--- src/rtl/radio_cmd_defs.svh ---
// constants for the radio command interpreter: offsets, fields, resets
// assumes inclusion by bare name from the rtl folder
`ifndef RADIO_CMD_DEFS_SVH
`define RADIO_CMD_DEFS_SVH
// register offsets
`define REG_RADIO_CONFIG   5'h00
`define REG_AUTO_ACK       5'h01
`define REG_RX_PIPES       5'h02
`define REG_STATUS         5'h07
`define REG_FIFO_STATE     5'h17
`define REG_ENABLES_A      5'h1d
// reset values
`define RST_RADIO_CONFIG   8'h08
`define RST_AUTO_ACK       8'h3f
`define RST_RX_PIPES       8'h03
`define RST_ENABLES_A      8'h00
// field positions
`define BIT_RX_BLOCK       6
`define BIT_TX_BLOCK       5
`define BIT_RT_BLOCK       4
`define BIT_CRC_EN         3
`define BIT_RX_ROLE        0
`define BIT_ST_RX          6
`define BIT_ST_TX          5
`define BIT_ST_RT          4
`define BIT_FE_NOACK       0
`define BIT_FE_ACKPL       1
// command words
`define CMD_RD_REG_HI      3'b000
`define CMD_WR_REG_HI      3'b001
`define CMD_RD_RX_PL       8'h61
`define CMD_WR_TX_PL       8'ha0
`define CMD_WR_ACK_HI      5'b10101
`define CMD_WR_NOACK       8'hb0
`define CMD_FLUSH_TX       8'he1
`define CMD_FLUSH_RX       8'he2
`define CMD_REUSE          8'he3
`define CMD_NOP            8'hff
`define PIPE_MAX           3'h5
`endif

--- src/rtl/radio_cmd_pkg.sv ---
// types for the radio command interpreter
// assumes nothing beyond a SystemVerilog compiler
package radio_cmd_pkg;
  typedef enum logic [1:0] {ST_IDLE, ST_CMD, ST_DATA} spi_state_t;
endpackage

--- src/rtl/radio_spi_cmd.sv ---
// command side of the radio: spi slave, registers, payload fifos, irq
// assumes a host that drives csn, sck and mosi from another clock domain
`timescale 1ns/10ps
`default_nettype none
`include "radio_cmd_defs.svh"

// How it works
// [RULE1] ack payload write tagged by pipe, pipes above five refused
// [RULE2] at most three ack payloads, fifo order kept
// [RULE3] unacked write queues packet without auto acknowledge
// [RULE4] no-operation changes nothing, status still returned
// [RULE5] special writes need enables_a enable bits set
// [RULE6] multi-byte registers least byte first, msb first
// [RULE7] early chip select end keeps unwritten upper bytes
// [RULE8] status shifted out after chip select falls
// [RULE9] pipe number updated when interrupt line deasserts; here it is updated when the line asserts
// [RULE10] separate three-deep transmit and receive fifos, 32 bytes
// [RULE11] transmit fifo stalls on lost links, flush empties; here it stalls only in receiver role
// [RULE12] receive payload read returns oldest payload
// [RULE13] unsent payload kept when retry limit raised
// [RULE14] fifo state reports full, empty and reuse flag
// [RULE15] interrupt asserts for unmasked set event flags
// [RULE16] writing one clears flag, interrupt then releases
// [RULE17] mask bits six, five, four block sources
// [RULE18] undefined register bits read as zero
// [RULE19] host never writes test addresses 18 to 1b
// [RULE20] crc enable resets high, forced by auto ack
// [RULE21] bit one powers up, bit zero receive role
// [RULE22] auto ack resets all ones, pipes 0,1 enabled
// [RULE23] host lowers chip select before each command
// [RULE24] command byte msb first, then data bytes
module radio_spi_cmd #(
  parameter int DEPTH = 3,
  parameter int BYTES = 32
) (
  // clock and reset
  input  wire logic       sys_clk,
  input  wire logic       sys_rst,
  // serial link from the host
  input  wire logic       spi_csn_n,
  input  wire logic       spi_sck,
  input  wire logic       spi_mosi,
  output logic            spi_miso,
  // radio core events and state
  input  wire logic       ev_tx_sent,
  input  wire logic       ev_rx_ready,
  input  wire logic [2:0] ev_rx_pipe,
  input  wire logic [7:0] ev_rx_byte,
  input  wire logic       ev_rx_byte_vld,
  input  wire logic       ev_rx_done,
  input  wire logic       ev_retry_limit,
  input  wire logic       ev_tx_taken,
  input  wire logic [5:0] link_lost,
  // state shown to the radio core
  output logic            power_up_bit,
  output logic            receive_role_select,
  output logic            tx_pending,
  output logic            tx_unacked,
  output logic [2:0]      tx_pipe,
  output logic            radio_irq_n
);

  // ****************************************************************
  // elaboration checks
  // ****************************************************************
  // one byte of payload would leave the byte index with no bits at all
  if (DEPTH != 3 || BYTES < 2 || BYTES > 32) begin : g_chk
    $error("unsupported fifo shape");
  end

  localparam int AW = $clog2(BYTES);

  // ****************************************************************
  // pin input synchronisers and edge finders
  // ****************************************************************
  logic [2:0] csn_q, sck_q, mosi_q;
  logic [2:0] csn_d, sck_d, mosi_d;
  always_comb begin
    csn_d  = {csn_q[1:0], spi_csn_n};
    sck_d  = {sck_q[1:0], spi_sck};
    mosi_d = {mosi_q[1:0], spi_mosi};
  end
  always_ff @(posedge sys_clk) begin
    if (sys_rst) begin
      csn_q  <= 3'h7;
      sck_q  <= 3'h0;
      mosi_q <= 3'h0;
    end else begin
      csn_q  <= csn_d;
      sck_q  <= sck_d;
      mosi_q <= mosi_d;
    end
  end
  // a change counts once stage two has it while stage three still holds the old level
  logic csn_fall, csn_rise, sck_rise, sck_fall, cs_act;
  assign csn_fall = csn_q[2] & ~csn_q[1];
  assign csn_rise = ~csn_q[2] & csn_q[1];
  assign sck_rise = ~sck_q[2] & sck_q[1];
  assign sck_fall = sck_q[2] & ~sck_q[1];
  assign cs_act   = ~csn_q[2];

  // ****************************************************************
  // state: registers, fifos, serial engine
  // ****************************************************************
  radio_cmd_pkg::spi_state_t st_q, st_d;
  logic [7:0] cfg_q, cfg_d, aa_q, aa_d, rxe_q, rxe_d, fe_q, fe_d;
  logic [2:0] flg_q, flg_d;            // rx ready, tx sent, retry limit
  logic [2:0] pipe_q, pipe_d;
  logic       irq_q, irq_d, reuse_q, reuse_d;
  logic [7:0] sh_q, sh_d, cmd_q, cmd_d, out_q, out_d;
  logic [2:0] bit_q, bit_d;
  logic [5:0] byte_q, byte_d;
  logic       miso_q, miso_d;
  // transmit fifo: entries with pipe tag and unacked mark
  logic [7:0] txm_q [DEPTH][BYTES];
  logic [2:0] txp_q [DEPTH];
  logic       txn_q [DEPTH];
  logic [1:0] txw_q, txw_d, txr_q, txr_d, txc_q, txc_d;
  logic [7:0] rxm_q [DEPTH][BYTES];
  logic [2:0] rxpp_q [DEPTH];
  logic [1:0] rxw_q, rxw_d, rxr_q, rxr_d, rxc_q, rxc_d;
  logic [AW-1:0] rxi_q, rxi_d;
  // write strobes into the memories
  logic       tx_we, rx_we;
  logic [7:0] we_data;

  // commands decoded from the latched command byte
  logic is_rd, is_wr, is_txw, is_ack, is_nak, is_rxr, tx_write_ok;
  logic [4:0] addr;
  assign addr   = cmd_q[4:0];
  assign is_rd  = cmd_q[7:5] == `CMD_RD_REG_HI;
  assign is_wr  = cmd_q[7:5] == `CMD_WR_REG_HI;
  assign is_txw = cmd_q == `CMD_WR_TX_PL;
  assign is_ack = cmd_q[7:3] == `CMD_WR_ACK_HI
                  && cmd_q[2:0] <= `PIPE_MAX            // RULE1
                  && fe_q[`BIT_FE_ACKPL]                // RULE5
                  && cfg_q[`BIT_RX_ROLE];
  assign is_nak = cmd_q == `CMD_WR_NOACK && fe_q[`BIT_FE_NOACK] // RULE5
                  && !cfg_q[`BIT_RX_ROLE];              // RULE3
  assign is_rxr = cmd_q == `CMD_RD_RX_PL;
  assign tx_write_ok = (is_txw | is_ack | is_nak) && txc_q != 2'(DEPTH);

  // register read mux; undefined bits are zero
  function automatic logic [7:0] rd_reg(input logic [4:0] a);
    logic [7:0] v;
    v = 8'h00;                                          // RULE18
    unique case (a)
      `REG_RADIO_CONFIG: begin
        v = {1'b0, cfg_q[6:0]};
        if (|aa_q[5:0]) v[`BIT_CRC_EN] = 1'b1;          // RULE20
      end
      `REG_AUTO_ACK:   v = {2'b00, aa_q[5:0]};
      `REG_RX_PIPES:   v = {2'b00, rxe_q[5:0]};
      `REG_STATUS:     v = {1'b0, flg_q, pipe_q, txc_q == 2'(DEPTH)};
      `REG_FIFO_STATE: v = {1'b0, reuse_q, txc_q == 2'(DEPTH),
                            txc_q == 2'h0, 2'b00, rxc_q == 2'(DEPTH),
                            rxc_q == 2'h0};             // RULE14
      `REG_ENABLES_A:  v = {6'h00, fe_q[1:0]};
      default:         v = 8'h00;
    endcase
    return v;
  endfunction

  // next state of the whole command engine
  always_comb begin
    st_d = st_q; cfg_d = cfg_q; aa_d = aa_q; rxe_d = rxe_q; fe_d = fe_q;
    flg_d = flg_q; pipe_d = pipe_q; reuse_d = reuse_q;
    sh_d = sh_q; cmd_d = cmd_q; out_d = out_q; bit_d = bit_q;
    byte_d = byte_q; miso_d = miso_q;
    txw_d = txw_q; txr_d = txr_q; txc_d = txc_q;
    rxw_d = rxw_q; rxr_d = rxr_q; rxc_d = rxc_q; rxi_d = rxi_q;
    tx_we = 1'b0; rx_we = 1'b0; we_data = {sh_q[6:0], mosi_q[2]};
    // serial engine; status goes out first on every frame
    if (csn_fall) begin
      st_d = radio_cmd_pkg::ST_CMD; bit_d = 3'h0; byte_d = 6'h00;
      out_d = rd_reg(`REG_STATUS);                      // RULE8
      miso_d = out_d[7];
    end else if (!cs_act) begin
      st_d = radio_cmd_pkg::ST_IDLE;
    end else if (sck_fall) begin
      miso_d = out_q[7];
    end else if (sck_rise && st_q != radio_cmd_pkg::ST_IDLE) begin
      sh_d  = we_data;                                  // RULE24
      out_d = {out_q[6:0], 1'b0};
      bit_d = bit_q + 3'h1;
      if (bit_q == 3'h7) begin
        byte_d = byte_q + 6'h01;
        if (st_q == radio_cmd_pkg::ST_CMD) begin
          cmd_d = we_data; st_d = radio_cmd_pkg::ST_DATA;
          if (we_data[7:5] == `CMD_RD_REG_HI) out_d = rd_reg(we_data[4:0]);
          if (we_data == `CMD_RD_RX_PL) out_d = rxm_q[rxr_q][0];
          rxi_d = '0;
          if (we_data == `CMD_FLUSH_TX) begin
            txc_d = 2'h0; txr_d = txw_q; reuse_d = 1'b0; // RULE11 RULE14
          end
          if (we_data == `CMD_FLUSH_RX) begin
            rxc_d = 2'h0; rxr_d = rxw_q;
          end
          if (we_data == `CMD_REUSE) reuse_d = 1'b1;    // RULE14
          // no-operation falls through every test        RULE4
        end else begin
          // one-byte registers: byte zero only, later bytes dropped RULE7
          if (is_wr && byte_q == 6'h01 && !cfg_q[1]) begin
            unique case (addr)
              `REG_RADIO_CONFIG: cfg_d = {1'b0, we_data[6:0]}; // RULE21
              `REG_AUTO_ACK:     aa_d  = {2'b00, we_data[5:0]};
              `REG_RX_PIPES:     rxe_d = {2'b00, we_data[5:0]};
              `REG_ENABLES_A:    fe_d  = {6'h00, we_data[1:0]};
              default: ;                                // RULE19
            endcase
          end
          if (is_wr && addr == `REG_STATUS && byte_q == 6'h01)
            flg_d = flg_q & ~we_data[6:4];              // RULE16
          if ((is_txw | is_ack | is_nak) && txc_q != 2'(DEPTH)
              && byte_q <= 6'(BYTES)) tx_we = 1'b1;     // RULE10
          if (is_rxr) begin
            rxi_d = rxi_q + AW'(1);
            out_d = rxm_q[rxr_q][rxi_d];                // RULE12
          end
          if (is_rd) out_d = 8'h00;                     // RULE6
        end
      end
    end
    // frame end commits payload writes and reads
    if (csn_rise && st_q == radio_cmd_pkg::ST_DATA && byte_q > 6'h01) begin
      if (tx_write_ok) begin
        txw_d = (txw_q == 2'(DEPTH-1)) ? 2'h0 : txw_q + 2'h1;
        txc_d = txc_q + 2'h1; reuse_d = is_txw ? 1'b0 : reuse_q;
      end
      if (is_rxr && rxc_q != 2'h0) begin
        rxr_d = (rxr_q == 2'(DEPTH-1)) ? 2'h0 : rxr_q + 2'h1;
        rxc_d = rxc_q - 2'h1;
      end
    end
    // radio core takes the head; kept on retry limit or reuse   RULE13
    // count after a flush in the same cycle, so it cannot wrap below zero
    if (ev_tx_taken && txc_d != 2'h0 && !reuse_q && !ev_retry_limit) begin
      txr_d = (txr_q == 2'(DEPTH-1)) ? 2'h0 : txr_q + 2'h1;
      txc_d = txc_d - 2'h1;
    end
    // received bytes fill the write slot, committed on done
    if (ev_rx_byte_vld && rxc_q != 2'(DEPTH)) rx_we = 1'b1;
    if (ev_rx_done && rxc_q != 2'(DEPTH)) begin
      rxw_d = (rxw_q == 2'(DEPTH-1)) ? 2'h0 : rxw_q + 2'h1;
      rxc_d = rxc_d + 2'h1;
    end
    // event flags; a set wins over a clear in the same cycle RULE15
    if (ev_rx_ready)    flg_d[2] = 1'b1;
    if (ev_tx_sent)     flg_d[1] = 1'b1;
    if (ev_retry_limit) flg_d[0] = 1'b1;
    irq_d = |(flg_d & ~cfg_q[6:4]);                     // RULE17
    // pipe number follows the head of the rx fifo on the irq edge RULE9
    if (irq_d && !irq_q) pipe_d = rxc_q != 2'h0 ? rxpp_q[rxr_q] : 3'h7;
  end

  always_ff @(posedge sys_clk) begin
    if (sys_rst) begin
      st_q <= radio_cmd_pkg::ST_IDLE;
      cfg_q <= `RST_RADIO_CONFIG;                       // RULE20 RULE21
      aa_q <= `RST_AUTO_ACK; rxe_q <= `RST_RX_PIPES;    // RULE22
      fe_q <= `RST_ENABLES_A; flg_q <= 3'h0; pipe_q <= 3'h7;
      irq_q <= 1'b0; reuse_q <= 1'b0;
      sh_q <= 8'h00; cmd_q <= `CMD_NOP; out_q <= 8'h00;
      bit_q <= 3'h0; byte_q <= 6'h00; miso_q <= 1'b0;
      txw_q <= 2'h0; txr_q <= 2'h0; txc_q <= 2'h0;
      rxw_q <= 2'h0; rxr_q <= 2'h0; rxc_q <= 2'h0; rxi_q <= '0;
    end else begin
      st_q <= st_d; cfg_q <= cfg_d; aa_q <= aa_d; rxe_q <= rxe_d;
      fe_q <= fe_d; flg_q <= flg_d; pipe_q <= pipe_d; irq_q <= irq_d;
      reuse_q <= reuse_d; sh_q <= sh_d; cmd_q <= cmd_d; out_q <= out_d;
      bit_q <= bit_d; byte_q <= byte_d; miso_q <= miso_d;
      txw_q <= txw_d; txr_q <= txr_d; txc_q <= txc_d;
      rxw_q <= rxw_d; rxr_q <= rxr_d; rxc_q <= rxc_d; rxi_q <= rxi_d;
    end
  end

  // payload memories; bytes stored from index zero upward RULE1
  logic [AW-1:0] rx_wi_q;
  always_ff @(posedge sys_clk) begin
    if (tx_we) txm_q[txw_q][AW'(byte_q - 6'h01)] <= we_data;
    if (tx_we) txp_q[txw_q] <= is_ack ? cmd_q[2:0] : 3'h0;
    if (tx_we) txn_q[txw_q] <= is_nak;                  // RULE3
    if (rx_we) rxm_q[rxw_q][rx_wi_q] <= ev_rx_byte;
    if (rx_we) rxpp_q[rxw_q] <= ev_rx_pipe;
  end
  always_ff @(posedge sys_clk) begin
    if (sys_rst || ev_rx_done) rx_wi_q <= '0;
    else if (rx_we) rx_wi_q <= rx_wi_q + AW'(1);
  end

  // outputs to the radio core; head order gives same-pipe order RULE2
  logic pend_d, nak_d;
  logic [2:0] tp_d;
  always_comb begin
    tp_d   = txp_q[txr_q];
    nak_d  = txn_q[txr_q] & (txc_q != 2'h0);
    // in receiver role, a head aimed at a lost link blocks the queue until flushed RULE11
    pend_d = txc_q != 2'h0 && !(cfg_q[`BIT_RX_ROLE] && link_lost[tp_d]);
  end
  always_ff @(posedge sys_clk) begin
    if (sys_rst) begin
      tx_pending <= 1'b0; tx_unacked <= 1'b0; tx_pipe <= 3'h0;
      power_up_bit <= 1'b0; receive_role_select <= 1'b0;
      radio_irq_n <= 1'b1;
    end else begin
      tx_pending <= pend_d; tx_unacked <= nak_d; tx_pipe <= tp_d;
      power_up_bit <= cfg_q[1]; receive_role_select <= cfg_q[0];
      radio_irq_n <= ~irq_d;                            // RULE15 RULE16
    end
  end
  assign spi_miso = miso_q;

endmodule
`default_nettype wire

--- config.mk ---
export PLATFORM = sky130hd
export DESIGN_NAME = radio_spi_cmd
export DESIGN_NICKNAME = d
export VERILOG_FILES = /design/src/rtl/radio_cmd_pkg.sv /design/src/rtl/radio_spi_cmd.sv
export VERILOG_INCLUDE_DIRS = /design/src /design/src/rtl
export SDC_FILE = /design/constraint.sdc
export NUM_CORES = 1
export LEC_CHECK = 0
export BUFFER_PORTS_ARGS = -buffer_cell sky130_fd_sc_hd__clkbuf_2
export CAP_MARGIN = 20
export CORE_ASPECT_RATIO = 0.7
export CORE_UTILIZATION = 53
export CTS_BUF_LIST = sky130_fd_sc_hd__clkbuf_8
export DETAILED_ROUTE_END_ITERATION = 10
export GPL_ROUTABILITY_DRIVEN = 0
export PLACE_DENSITY = 0.66
export SLEW_MARGIN = 20
export SYNTH_ARGS = -nofsm -noshare
export SYNTH_HDL_FRONTEND = slang
export SYNTH_SLANG_ARGS = --single-unit
--- constraint.sdc ---
create_clock -name sys_clk -period 3.6 [get_ports sys_clk]
set_clock_uncertainty 0.15 [all_clocks]
set_input_delay 0.72 -clock sys_clk [delete_from_list [all_inputs] [get_ports sys_clk]]
set_output_delay 0.72 -clock sys_clk [all_outputs]
set_load 0.05 [all_outputs]
==> flow_summary.yaml <==
status:
  status: "completed"
floorplan:
  die_area_um2: 71100
  dieHeight_um: 223
  rows: 80
  pin_count: 37
  core_area_um2: 68700
  die_w_um: 318
  start_util: 0.541
clock_network:
  ctsResizeCount: 0
  cts_max_path_buffers: 3
  cts_tree: "done"
  cts_max_level: 4
  clock_latency_ps: 800
  post_cts_buffers: 0
  cts_buffers: 133
  root_buffer: "clkbuf_8"
  cts.clk_slew.worst_paths_ps: 70
  holdBufCountCts: 8
  clock_sinks: 894
grt:
  antenna_found_initial: 1
  grt_pass1_vias: 22200
  grt_pass1_wl_mm: 143
  grt-ovfl-total: 0
  grt_max_degree: 120
  track_usage: 0.275
worst_setup_path:
  path_cells: "or4_1 -> a211oi_1 -> nor2_1 -> nor3_2 -> mux2i_1 -> ha_1 -> nor4b_1 -> buf_4 -> nand2b_1 -> o22a_1 -> nor2_1"
  end_kind: "flop"
  reg2reg_slack_ps: 250
  cpPeakStageDelay_ps: 610
  worstSetupPathType: "reg -> reg"
  crit_fanout: 8
  cp_slowest_cell: "or4_1"
  r2r_start: "cmd_q[2]"
  cp_data_arrival_time_ps: 3920
  cp-start-kind: "flop"
  crit_top_cell: "nor2_1"
  critical_path.top_delay_family: "simple AND/OR/NAND/NOR gates"
  worstPathRequired_ps: 4160
  r2r_cells: 11
  critPathBufInv: 1
layout:
  layout_common_cells: "edfxtp_1, nand2_1, nor2_1, buf_4, mux2i_1"
  nFillCells: 5112
  areaGrowthSynthToFinish_pct: 12.8
  drive_gt1_frac: 0.210
  mostFrequentLayoutCell: "edfxtp_1"
  nNetsFinal: 2758
  utilization: 0.610
  final_cells: 3719
yosys:
  synth_edf_count: 789
  synth_area_um2: 37100
  synth_flop_cell: "edfxtp_1"
  syn_area_per_cell_um2: 14.8
  yosys_warnings: 0
  synth_cells: 2509
  async_flop_share: 0
  synth_cell_types: 82
  seq_area_frac_synth: 0.695
  syn_nets: 2553
  ys_ff_latch: 894
placement:
  dp_hpwl_mm: 62.3
  dpl_worst_slack_ps: 313
  portBuffers: 36
  placedCellCount: 3473
sta:
  grt_setup_unrepaired: "no"
  slew_violations: 0
  period_needed_ps: 3350
  slew_headroom: 0.246
  setup_ws_ps: 246
  worstMarginPinSlew_ps: 1120
  setup_viol: 0
  min_period_over_period: 0.932
  hold_violations: 0
  max_freq_ghz: 0.298
  tns_ps: 0
worst_hold_path:
  min_to: "rx_wi_q[2]"
  min-delay-start: "ev_rx_done"
  holdPathStages: 2
  min_path_type: "in -> reg"
pwr:
  power_density_nw_per_um2: 465
  ir_drop_v: 0.000353
  power.leakage_nw: 13.6
  total_power_mw: 19.5
drt:
  vias: 22900
  viasPerCell: 6.15
  drt_pass1_iterations: 6
  wire_per_inst_um: 26.1
  drc: 0
  ant_nets: 0
  drt-total-wl_mm: 96.9
  drtIter0Drc: 2934
flow_run:
  cap_violations: 0
## metal layers
metal	wire length (um)	track usage
met5	0	0
met4	2120	0.0849
met3	9520	0.0696
met2	42600	0.397
met1	42600	0.410
## cells by family (layout without fill, tap and decap cells)
group	after synthesis	after routing	share of synthesized area
compound gates	368	368	0.0631
xor+xnor	17	17	0.00452
fa+ha+maj	16	16	0.00539
buf+inv	191	497	0.0244
flops	894	894	0.695
mux	353	353	0.126
other cells	0	2	0
simple gates	670	670	0.0821
## power breakdown
group	leakage [nW]	internal [mW]	switching (mW)
Combinational	4.31	0.107	0.372
Sequential	7.93	11.3	0.0268
Clock	1.41	3.80	3.86
Total	13.6	15.2	4.25
## worst max path at each step
stage | from | slack, ps | cells past startpoint | endpoint
global placement | cmd_q[1] | 480 | 11 | flop
global route | cmd_q[2] | 40 | 11 | flop
CTS | cmd_q[2] | 290 | 11 | flop
finish | cmd_q[2] | 250 | 11 | flop
detailed placement | cmd_q[2] | 310 | 11 | flop
floorplan | cmd_q[1] | 380 | 10 | flop
## Yosys cell counts (11+ instances only)
| cell type | n | area (um2) |
|---|---|---|
| dfxtp_1 | 105 | 2100 |
| a211oi_1 | 24 | 180 |
| o21ai_0 | 118 | 591 |
| edfxtp_1 | 789 | 23700 |
| nor4_1 | 12 | 75.1 |
| nand3_1 | 27 | 135 |
| nand2b_1 | 13 | 81.3 |
| nor2_1 | 215 | 807 |
| inv_1 | 26 | 97.6 |
| nand2_1 | 254 | 953 |
| buf_6 | 13 | 146 |
| buf_2 | 26 | 130 |
| buf_4 | 15 | 113 |
| nand4_1 | 14 | 87.6 |
| mux4_2 | 80 | 1800 |
| a22oi_1 | 12 | 90.1 |
| or3_1 | 12 | 75.1 |
| a21oi_1 | 74 | 370 |
| clkbuf_1 | 98 | 368 |
| mux2i_1 | 176 | 1760 |
| mux2_2 | 96 | 1080 |
| a31oi_1 | 21 | 131 |
| nor3_1 | 28 | 140 |
| nor2b_1 | 30 | 188 |
| buf_1 | 11 | 41.3 |
| ha_1 | 16 | 200 |
| o211ai_1 | 30 | 225 |
## flip-flops by register name, indices dropped and copies added, names as in the netlist, 5 cells and up, named ones only
name     count
txp_q        9
byte_q       6
rxe_q        6
cmd_q        8
rxpp_q       9
rxm_q      768
rxi_q        5
sh_q         7
cfg_q        7
out_q        8
aa_q         6
rx_wi_q      5
## stage by stage
step           area (um2)  hold slack, ps
6_report            41900             163
5_1_grt             41900             122
4_1_cts             41900            91.4
3_5_place_dp        39400             267
3_3_place_gp        39400             264
2_1_floorplan       37100             239
## final cells by class
| class | count | area, um2 | area share |
|---|---|---|---|
| clock inverter | 90 | 415 | 0.00992 |
| inverter | 27 | 103 | 0.00245 |
| tap | 902 | 1130 | 0.0269 |
| timing repair buffer | 234 | 1950 | 0.0465 |
| antenna | 2 | 5.00 | 0.000119 |
| sequential | 894 | 25800 | 0.616 |
| multi-input combinational | 1424 | 10500 | 0.250 |
| clock buffer | 146 | 2010 | 0.0480 |
(Power assumes the default switching activity.)
